[src/hdl/ffcrs_consts.vh]
// Contract
// - Dark pixels beside active area are not true dark; flag them. Code flags column 2230 and lines 32-33, 1506-1507 only, not column 45.
// - Test pixels at line ends may monitor horizontal transfer efficiency.
// - Both vertical phases stay low during integration.
// - Horizontal phase two high during vertical transfer; line lands on vertical one fall.
// - Horizontal phases toggle alternately and complementarily to shift pixels.
// - Pulse sense-node clear only after the pixel level is captured.
`ifndef FFCRS_CONSTS_VH
`define FFCRS_CONSTS_VH
// ----------------------------------------
// Geometry
// ----------------------------------------
`define FFCRS_LINES        1510
`define FFCRS_HPIX         2267
`define FFCRS_TOP_DARK     34
`define FFCRS_BOT_DARK     4
`define FFCRS_ACT_LINES    1472
// Pixel segment ends (exclusive) inside a line
`define FFCRS_SEG_DUMMY    8
`define FFCRS_SEG_TEST1    9
`define FFCRS_SEG_INACT    12
`define FFCRS_SEG_REF      46
`define FFCRS_SEG_ACT      2230
`define FFCRS_SEG_DARK2    2264
`define FFCRS_SEG_TEST2    2265
// Pixel class codes
`define FFCRS_CLS_INACT    2'h0
`define FFCRS_CLS_DARK     2'h1
`define FFCRS_CLS_TEST     2'h2
`define FFCRS_CLS_ACT      2'h3
// ----------------------------------------
// Timing
// ----------------------------------------
`define FFCRS_CLK_MHZ      200
`define FFCRS_MAX_PIX_MHZ  15
// Quarter-pixel ticks: 4 ticks per pixel, ceil(200/(15*4)) = 4 cycles
`define FFCRS_TICK_DIV     ((`FFCRS_CLK_MHZ + 4*`FFCRS_MAX_PIX_MHZ - 1) / (4*`FFCRS_MAX_PIX_MHZ))
`define FFCRS_VPH_TICKS    8
`endif

[src/hdl/ffcrs_tick.v]
`timescale 1ns/1ps
`include "ffcrs_consts.vh"
module ffcrs_tick #(
   parameter DIV = `FFCRS_TICK_DIV
) (
   input  wire       clk_i,
   input  wire       nrst_i,
   input  wire       en_i,
   output wire       tick_o
);
   reg  [7:0]  cnt_r;
   wire [31:0] lim_w = DIV - 1;
   wire [7:0]  lim   = lim_w[7:0];
   assign tick_o = en_i && (cnt_r == lim);
   always @(posedge clk_i) begin
      if (!nrst_i || !en_i || tick_o) begin
         cnt_r <= 8'h00;
      end else begin
         cnt_r <= cnt_r + 8'h01;
      end
   end
endmodule

[src/hdl/ffcrs_seq.v]
`timescale 1ns/1ps
`include "ffcrs_consts.vh"
module ffcrs_seq #(
   parameter LINES   = `FFCRS_LINES,
   parameter HPIX    = `FFCRS_HPIX,
   parameter TICKDIV = `FFCRS_TICK_DIV,
   parameter VTICKS  = `FFCRS_VPH_TICKS
) (
   input  wire        clk_i,
   input  wire        nrst_i,
   input  wire        start_i,
   input  wire        integrate_i,
   input  wire [13:0] video_i,
   output reg         vertical_phase_one_o,
   output reg         vertical_phase_two_o,
   output reg         horizontal_phase_one_o,
   output reg         horizontal_phase_two_o,
   output reg         sense_node_clear_o,
   output reg         busy_o,
   output reg         integrating_o,
   output reg         frame_done_o,
   output reg         pix_valid_o,
   output reg  [13:0] pix_data_o,
   output reg  [11:0] pix_col_o,
   output reg  [10:0] pix_line_o,
   output reg  [1:0]  pix_class_o,
   output reg         pix_edge_o
);
   // ----------------------------------------
   // States
   // ----------------------------------------
   localparam [4:0] S_IDLE  = 5'h01;
   localparam [4:0] S_INTEG = 5'h02;
   localparam [4:0] S_VXFER = 5'h04;
   localparam [4:0] S_HSHFT = 5'h08;
   localparam [4:0] S_DONE  = 5'h10;

   reg  [4:0]  state_r;
   reg  [1:0]  phase_r;
   reg  [3:0]  vcnt_r;
   reg  [11:0] col_r;
   reg  [10:0] line_r;
   reg  [13:0] vid_s1_r;
   reg  [13:0] vid_s2_r;
   reg         start_s1_r;
   reg         start_s2_r;
   reg         integ_s1_r;
   reg         integ_s2_r;
   reg         start_d_r;
   reg  [1:0]  cls_nxt;
   reg         edge_nxt;
   wire        tick;
   wire        run = (state_r == S_VXFER) || (state_r == S_HSHFT);
   wire [31:0] hlast_w = HPIX - 1;
   wire [31:0] llast_w = LINES - 1;
   wire [31:0] vlast_w = VTICKS - 1;
   wire [11:0] hlast   = hlast_w[11:0];
   wire [10:0] llast   = llast_w[10:0];
   wire [3:0]  vlast   = vlast_w[3:0];

   ffcrs_tick #(.DIV(TICKDIV)) u_tick (
      .clk_i  (clk_i),
      .nrst_i (nrst_i),
      .en_i   (run),
      .tick_o (tick)
   );

   // ----------------------------------------
   // Input synchronisers
   // ----------------------------------------
   always @(posedge clk_i) begin
      if (!nrst_i) begin
         vid_s1_r   <= 14'h0000;
         vid_s2_r   <= 14'h0000;
         start_s1_r <= 1'b0;
         start_s2_r <= 1'b0;
         integ_s1_r <= 1'b0;
         integ_s2_r <= 1'b0;
         start_d_r  <= 1'b0;
      end else begin
         vid_s1_r   <= video_i;
         vid_s2_r   <= vid_s1_r;
         start_s1_r <= start_i;
         start_s2_r <= start_s1_r;
         integ_s1_r <= integrate_i;
         integ_s2_r <= integ_s1_r;
         start_d_r  <= start_s2_r;
      end
   end
   wire start_rise = start_s2_r && !start_d_r;

   // ----------------------------------------
   // Pixel classification
   // ----------------------------------------
   always @* begin
      cls_nxt  = `FFCRS_CLS_INACT;
      edge_nxt = 1'b0;
      if (col_r < `FFCRS_SEG_DUMMY) begin
         cls_nxt = `FFCRS_CLS_DARK;
      end else if (col_r < `FFCRS_SEG_TEST1) begin
         cls_nxt = `FFCRS_CLS_TEST;
      end else if (col_r < `FFCRS_SEG_INACT) begin
         cls_nxt = `FFCRS_CLS_INACT;
      end else if (col_r < `FFCRS_SEG_REF) begin
         cls_nxt = `FFCRS_CLS_DARK;
      end else if (col_r < `FFCRS_SEG_ACT) begin
         cls_nxt = `FFCRS_CLS_ACT;
      end else if (col_r < `FFCRS_SEG_DARK2) begin
         cls_nxt = `FFCRS_CLS_DARK;
         edge_nxt = (col_r == `FFCRS_SEG_ACT);
      end else if (col_r < `FFCRS_SEG_TEST2) begin
         cls_nxt = `FFCRS_CLS_TEST;
      end
      // Shielded top and bottom lines turn the active column class into dark
      if (line_r < `FFCRS_TOP_DARK ||
          line_r >= `FFCRS_TOP_DARK + `FFCRS_ACT_LINES) begin
         if (cls_nxt == `FFCRS_CLS_ACT) begin
            cls_nxt = `FFCRS_CLS_DARK;
         end
         if (line_r == `FFCRS_TOP_DARK - 2 || line_r == `FFCRS_TOP_DARK - 1 ||
             line_r == `FFCRS_TOP_DARK + `FFCRS_ACT_LINES ||
             line_r == `FFCRS_TOP_DARK + `FFCRS_ACT_LINES + 1) begin
            edge_nxt = 1'b1;
         end
      end
   end

   // ----------------------------------------
   // Sequencer
   // Four ticks per pixel: H1 high, H1 fall, sample, clear.
   // ----------------------------------------
   always @(posedge clk_i) begin
      if (!nrst_i) begin
         state_r                <= S_IDLE;
         phase_r                <= 2'h0;
         vcnt_r                 <= 4'h0;
         col_r                  <= 12'h000;
         line_r                 <= 11'h000;
         vertical_phase_one_o   <= 1'b0;
         vertical_phase_two_o   <= 1'b0;
         horizontal_phase_one_o <= 1'b0;
         horizontal_phase_two_o <= 1'b1;
         sense_node_clear_o     <= 1'b0;
         busy_o                 <= 1'b0;
         integrating_o          <= 1'b0;
         frame_done_o           <= 1'b0;
         pix_valid_o            <= 1'b0;
         pix_data_o             <= 14'h0000;
         pix_col_o              <= 12'h000;
         pix_line_o             <= 11'h000;
         pix_class_o            <= `FFCRS_CLS_INACT;
         pix_edge_o             <= 1'b0;
      end else begin
         frame_done_o <= 1'b0;
         pix_valid_o  <= 1'b0;
         case (state_r)
            S_IDLE: begin
               vertical_phase_one_o <= 1'b0;
               vertical_phase_two_o <= 1'b0;
               busy_o               <= 1'b0;
               if (integ_s2_r) begin
                  state_r       <= S_INTEG;
                  busy_o        <= 1'b1;
                  integrating_o <= 1'b1;
               end else if (start_rise) begin
                  state_r <= S_VXFER;
                  busy_o  <= 1'b1;
                  line_r  <= 11'h000;
                  vcnt_r  <= 4'h0;
               end
            end
            S_INTEG: begin
               vertical_phase_one_o <= 1'b0;
               vertical_phase_two_o <= 1'b0;
               if (!integ_s2_r) begin
                  integrating_o <= 1'b0;
                  state_r       <= S_VXFER;
                  line_r        <= 11'h000;
                  vcnt_r        <= 4'h0;
               end
            end
            S_VXFER: begin
               horizontal_phase_one_o <= 1'b0;
               horizontal_phase_two_o <= 1'b1;
               if (tick) begin
                  vcnt_r <= vcnt_r + 4'h1;
                  // Node held clear since the last pixel; release before the first packet
                  sense_node_clear_o <= 1'b0;
                  // V1 high first half, V2 high from the second quarter until the last tick; V1 falls mid-step
                  vertical_phase_one_o <= (vcnt_r < (VTICKS / 2));
                  vertical_phase_two_o <= (vcnt_r >= (VTICKS / 4)) &&
                                          (vcnt_r < VTICKS - 1);
                  if (vcnt_r == vlast) begin
                     vertical_phase_one_o <= 1'b0;
                     vertical_phase_two_o <= 1'b0;
                     state_r <= S_HSHFT;
                     col_r   <= 12'h000;
                     phase_r <= 2'h0;
                  end
               end
            end
            S_HSHFT: begin
               if (tick) begin
                  phase_r <= phase_r + 2'h1;
                  case (phase_r)
                     2'h0: begin
                        horizontal_phase_one_o <= 1'b1;
                        horizontal_phase_two_o <= 1'b0;
                        sense_node_clear_o     <= 1'b0;
                     end
                     2'h1: begin
                        // Packet lands on sense node here
                        horizontal_phase_one_o <= 1'b0;
                        horizontal_phase_two_o <= 1'b1;
                     end
                     2'h2: begin
                        pix_valid_o <= 1'b1;
                        pix_data_o  <= ~vid_s2_r;
                        pix_col_o   <= col_r;
                        pix_line_o  <= line_r;
                        pix_class_o <= cls_nxt;
                        pix_edge_o  <= edge_nxt;
                     end
                     default: begin
                        sense_node_clear_o <= 1'b1;
                        col_r <= col_r + 12'h001;
                        // Last pixel is cleared too, else it joins the next line's first
                        if (col_r == hlast) begin
                           if (line_r == llast) begin
                              state_r <= S_DONE;
                           end else begin
                              line_r  <= line_r + 11'h001;
                              vcnt_r  <= 4'h0;
                              state_r <= S_VXFER;
                           end
                        end
                     end
                  endcase
               end
            end
            S_DONE: begin
               horizontal_phase_one_o <= 1'b0;
               horizontal_phase_two_o <= 1'b1;
               frame_done_o           <= 1'b1;
               busy_o                 <= 1'b0;
               state_r                <= S_IDLE;
            end
            default: begin
               state_r <= S_IDLE;
            end
         endcase
      end
   end
endmodule

[config.mk]
export PLATFORM = sky130hd
export DESIGN_NAME = ffcrs_seq
export DESIGN_NICKNAME = d
export VERILOG_FILES = /design/src/hdl/ffcrs_tick.v /design/src/hdl/ffcrs_seq.v
export VERILOG_INCLUDE_DIRS = /design/src /design/src/hdl
export SDC_FILE = /design/constraint.sdc
export NUM_CORES = 1
export LEC_CHECK = 0
export ABC_CLOCK_PERIOD_IN_PS = 4900
export CORE_MARGIN = 3
export CORE_UTILIZATION = 53
export CTS_CLUSTER_DIAMETER = 60
export CTS_CLUSTER_SIZE = 14
export DETAILED_ROUTE_END_ITERATION = 12
export DONT_BUFFER_PORTS = 1
export GPL_TIMING_DRIVEN = 0
export MAX_ROUTING_LAYER = met4
export PLACE_DENSITY = 0.8
export SLEW_MARGIN = 10
export SYNTH_ARGS = -nofsm -noshare
export SYNTH_HDL_FRONTEND = slang
export SYNTH_SLANG_ARGS = --single-unit
[constraint.sdc]
create_clock -name clk_i -period 4.9 [get_ports clk_i]
set_clock_uncertainty 0.05 [all_clocks]
set_input_delay 0.49 -clock clk_i [delete_from_list [all_inputs] [get_ports clk_i]]
set_output_delay 0.49 -clock clk_i [all_outputs]
set_load 0.05 [all_outputs]
# Word-level counts from Yosys, hierarchy flattened
# Cells that the tools add are included.
dict set report totals {
  reg_bits 124
  latchBits 0
  mem_bits_rw 0
  romBits 0
  input_bits 18
  output_inout_bits 49
  wordCells 188
  mem_count 0
}
dict set report op_classes {
  n_addsub 5
  mul 0
  div 0
  n_lt_le_gt_ge 12
  eq_ne 30
  shifts 0
  n_mux 77
  bitwise_logic 1
  n_reduce_logical 36
}
# operator n
set op_table {}
lappend op_table {{$mux W11} 7}
lappend op_table {{$mux W12} 4}
lappend op_table {{$mux W5} 9}
lappend op_table {{$lt A12 B12 Y1 const B} 3}
lappend op_table {{$lt A12 B4 Y1 const B} 3}
lappend op_table {{$eq A11 B11 Y1 const B} 3}
lappend op_table {{$pmux W11 S3} 1}
lappend op_table {{$mux W4} 8}
lappend op_table {{$eq A12 B12 Y1 const B} 2}
lappend op_table {{$mux W2} 12}
lappend op_table {{$pmux W12 S2} 1}
lappend op_table {{$eq A11 B6 Y1 const B} 2}
lappend op_table {{$mux W1} 22}
lappend op_table {{$pmux W1 S2} 10}
lappend op_table {{$pmux W5 S4} 1}
lappend op_table {{$pmux W4 S4} 1}
lappend op_table {{$ne A2 B2 Y1 const B} 7}
lappend op_table {{$not A14 Y14} 1}
lappend op_table {{$add A12 B1 Y12 const B} 1}
lappend op_table {{$lt A12 B6 Y1 const B} 1}
lappend op_table {{$reduce_and A3 Y1} 4}
lappend op_table {{$add A11 B1 Y11 const B} 1}
lappend op_table {{$ge A11 B11 Y1 const B} 1}
lappend op_table {{$lt A11 B6 Y1 const B} 1}
lappend op_table {{33 further kinds} 55}

# Longest topological paths before layout
dict set report logic_depth {
  depth_word 11
  mapped_depth 9
  ltp_nobuf 8
}

# Hierarchy
# A second synthesis with hierarchy kept.
dict set report unflattened {
  cells_unflattened 594
  hier_area_um2 5218.8
}
# module n_inst cells_each area_each_um2 seq_area_each_um2
set by_module_without_submodules {}
lappend by_module_without_submodules {ffcrs_seq 1 555 4860.9 2322.2}
lappend by_module_without_submodules {ffcrs_tick 1 39 357.8 160.2}

# Worst setup path before layout
# Ideal clock, no wire load.
dict set report synth_path {
  path_type {flip-flop to flip-flop}
  from {register u_tick.cnt_r[0]}
  to {register pix_data_o[0]}
  setup_ns 0.116
  t_arrival_ns 2.299
  required_time_ns 4.734
  setup_slack_ns 2.435
  stages_incl_launch_ff 10
  n_path_buf 3
  synth_period_minus_slack_ns 2.465
  cell_sequence {dfxtp_1 > ha_1 > nor4b_1 > and2_0 > clkbuf_1 > and3_1 > clkbuf_1 > clkbuf_1 > nand2_1 > o211a_1}
}
dict set report synth_between {
  elab_chain_cells 3
}
# element line
set synth_lines {}
lappend synth_lines {{start: declaration} ffcrs_tick.v:11} ;# reg [7:0] cnt_r;
lappend synth_lines {{start signal: assignment} ffcrs_tick.v:19} ;# cnt_r <= cnt_r + 8'h01;
lappend synth_lines {{$eq A8 B2 Y1} ffcrs_tick.v:14} ;# assign tick_o = en_i && (cnt_r == lim);
lappend synth_lines {{$logic_and A1 B1 Y1} ffcrs_tick.v:14}
lappend synth_lines {{$reduce_and A3 Y1 (no line)} --}
lappend synth_lines {{end signal: assignment} ffcrs_seq.v:218} ;# pix_data_o <= ~vid_s2_r;
lappend synth_lines {{end: declaration} ffcrs_seq.v:23} ;# output reg [13:0] pix_data_o,
# Every way passes these cells.
# A chain may end at the register's enable or synchronous reset.

# Final worst setup path
dict set report layout_path {
  from {register u_tick.cnt_r[0]}
  to {register pix_data_o[10]}
}
# Same word-level chain as after synthesis.

==> run_results.csv <==
group,metric,value,unit
route,drcViolationCount,0,
route,via_count,4066,
finish,final_common_cell,"dfxtp_1",
synth,synthSimpleGateAreaFrac,26.7,%
setup_path,cp-start-kind,"flop",
outcome,run_status,"finished, final reports clean",
cts,cts-htree-levels,4,
cts,clockRootBuffer,"clkbuf_8",
setup_path,required,5.27,ns
synth,synth_warnings,0,
setup_path,critPathSlowestCell,"nor4b_1",
synth,synth_edf_count,0,
place,dp_hpwl,7890,microns
sta,fmax,294,MHz
sta,hold_violations,0,
cts,tritoncts,"done",
cts,clkLatencyLatePin,0.52,ns
cts,clock_sinks,124,
setup_path,critical_path_class,"reg2reg",
synth,synth_seq_cells,124,
cts,cts_max_path_buffers,2,
cts,clkTransAtPathRegs,0.06,ns
power,cellPowerDensity,439,nW/um^2
setup_path,critPathBufInv,3,
sta,tns,0,ns
synth,synth_top_family_by_area,"simple AND/OR/NAND/NOR gates",
setup_path,crit_chain,"ha_1 > nor4b_1 > and2_0 > clkbuf_1 > and3_1 > clkbuf_1 > clkbuf_1 > nand2_1 > o211a_1",
synth,synth_fa_ha_area_share,2.94,%
synth,synth_cells,566,
cts,postCtsHoldBufs,0,
synth,synthMuxAreaShare,0.196,%
synth,synth-xor-area-share,3.43,%
sta,rsz0062_at_grt,"false",
synth,async_reset_ff_share,0,%
global_route,grt_pass1_vias,3857,
global_route,antenna_found_initial,0,
setup_path,crit-reg2reg-launch,"u_tick.cnt_r[0]",
global_route,grt_max_degree,17,
route,ant_nets,0,
sta,slew_viol_final,0,
setup_path,crit_fanout,10,
finish,fin_nets,615,
synth,postSynthAreaPerCell,9.03,sq um
finish,stdcell_count,727,
floorplan,dieWidth,104,microns
floorplan,initial_core_util,54.8,%
hold_path,hold_class,"in2reg",
setup_path,crit_top_cell,"clkbuf_1",
finish,syn_to_final_growth,14.6,%
floorplan,io_pins,67,
floorplan,fp-row-count,35,
place,placed_area,5280,sq um
sta,period_share,69.3,%
finish,final_cell_area,5860,sq um
cts,post_cts_buffers,0,
route,routedWlPerCell,15.4,microns
setup_path,critical-path-max-stage-delay,0.75,ns
setup_path,cp_data_arrival_time,3.76,ns
cts,ctsResizeCount,0,
global_route,grt.overflow.total,0,
synth,ys_seq_area_share,48.5,%
floorplan,die_h,104,microns
place,place_congestion,0.918,
sta,setup_viol,0,
power,p_leak,2.32,nW
setup_path,critPathTopFamily,"simple AND/OR/NAND/NOR gates",
synth,ys.flop_type,"dfxtp_1",
sta,worst_pin_slew,0.897,ns
sta,fin_ws,1.50,ns
floorplan,fp.dieArea,10900,sq um
synth,synth_compound_area_share,15.0,%
cts,cts_buffers,17,
setup_path,startpoint,"u_tick.cnt_r[0]",
global_route,grt_usage,21.6,%
finish,drive_gt1_share,8.19,%
synth,syn_area,5110,sq um
finish,n_antenna_cell,0,
route,finalWirelength,11200,microns
route,avgViaCountPerCell,5.59,
job,cap_violations,0,
place,dp_cells,695,
power,ir_worst_vdd,0.231,mV
floorplan,core,9330,sq um
place,port_buffers,0,
setup_path,end_kind,"flop",
sta,fin_crit,3.40,ns
synth,synth_fp_nets,596,
hold_path,hp-start,"video_i[11]",
finish,final_cell_mix,"dfxtp_1 (124), nand2_1 (85), and2_1 (43)",
sta,slew_headroom,39.3,%
route,drtIter0Drc,226,
global_route,grt_pass1_wl,18500,microns
synth,synth_cell_types,55,
place,post-place-ws,1.60,ns
route,drt_pre_antenna_iters,5,
## flip-flops by register name, summed over array words and instances, names as in the netlist, 5 cells and up
register / cells
pix_data_o: 14
vid_s1_r: 14
vid_s2_r: 14
col_r: 12
pix_col_o: 12
line_r: 11
pix_line_o: 11
u_tick.cnt_r: 8
state_r: 5
## worst paths after layout
path                                        to  slack, ns  cells past startpoint
worst min register to register     vid_s2_r[4]       0.38                      1
worst max register to register  pix_data_o[10]       1.50                      9
worst max-delay path            pix_data_o[10]       1.50                      9
worst min-delay path              vid_s1_r[11]       0.04                      1
## final cells by class
class                   instances  area (sq um)
fillers                       754          3470
flip-flops and latches        124          2480
multi-input cells             400          2470
clock buffers                  17           414
clock inverters                15           170
well taps                     129           161
plain buffers                  32           124
inverters                      10          37.5
## per-layer routing
metal	part of all wire, %	routed length, microns	track usage (%)	up-vias
met3	7.0	779	6.64	24
met2	48	5340	34.0	137
met4	1.8	202	8.64	0
met1	43	4850	26.1	1899
met5	0	0	-	-
li1	-	-	-	2006
## per-stage QoR
step | power, W | utilization, % | hold slack, ns
6_report | 0.00257 | 62.8 | 0.0400
2_1_floorplan | 0.00130 | - | 0.362
3_3_place_gp | 0.00136 | 56.6 | 0.364
4_1_cts | 0.00258 | 62.8 | 0.0265
3_5_place_dp | 0.00137 | 56.6 | 0.367
5_1_grt | 0.00266 | 62.8 | 0.0315
## Yosys cell counts (2+ instances only)
cell      number  area [sq um]
buf_2          3          15.0
xor2_1        15           131
nand3_1       19          95.1
nand3b_1       3          22.5
o31ai_1        5          37.5
a21oi_1       17          85.1
or4_1          6          45.0
a21o_1         4          30.0
nor4_1         3          18.8
nand2_1       85           319
o211a_1       15           150
o22ai_1        2          12.5
and3_1         9          56.3
or2_2          4          25.0
nor3b_1        3          22.5
inv_1         10          37.5
nor2b_1        7          43.8
nor2_1        32           120
xnor2_1        5          43.8
a21boi_0      26           195
clkbuf_1      28           105
a211oi_1       4          30.0
dfxtp_1      124          2480
nand4_1       11          68.8
a22oi_1        2          15.0
o21ai_0       22           110
ha_1          12           150
nor4b_1        2          17.5
o221a_2        2          22.5
a31oi_1        3          18.8
nor3_1         8          40.0
and2_1        43           269
or3_1         10          62.6
## power breakdown
part	internal [W]	switching, W	total (W)
logic	0.000103	0.000170	0.000272
clock network	0.000702	0.000518	0.00122
registers	0.00104	0.0000395	0.00108
## kinds of logic after synthesis
group,count (synthesis)
XOR/XNOR,20
adder cells (fa/ha/maj),12
AO/OA/AOI/OAI,109
multiplexers,1
buffers and inverters,42
AND/OR/NAND/NOR,258
flip-flops,124
Power figures use the tool's default switching activity.
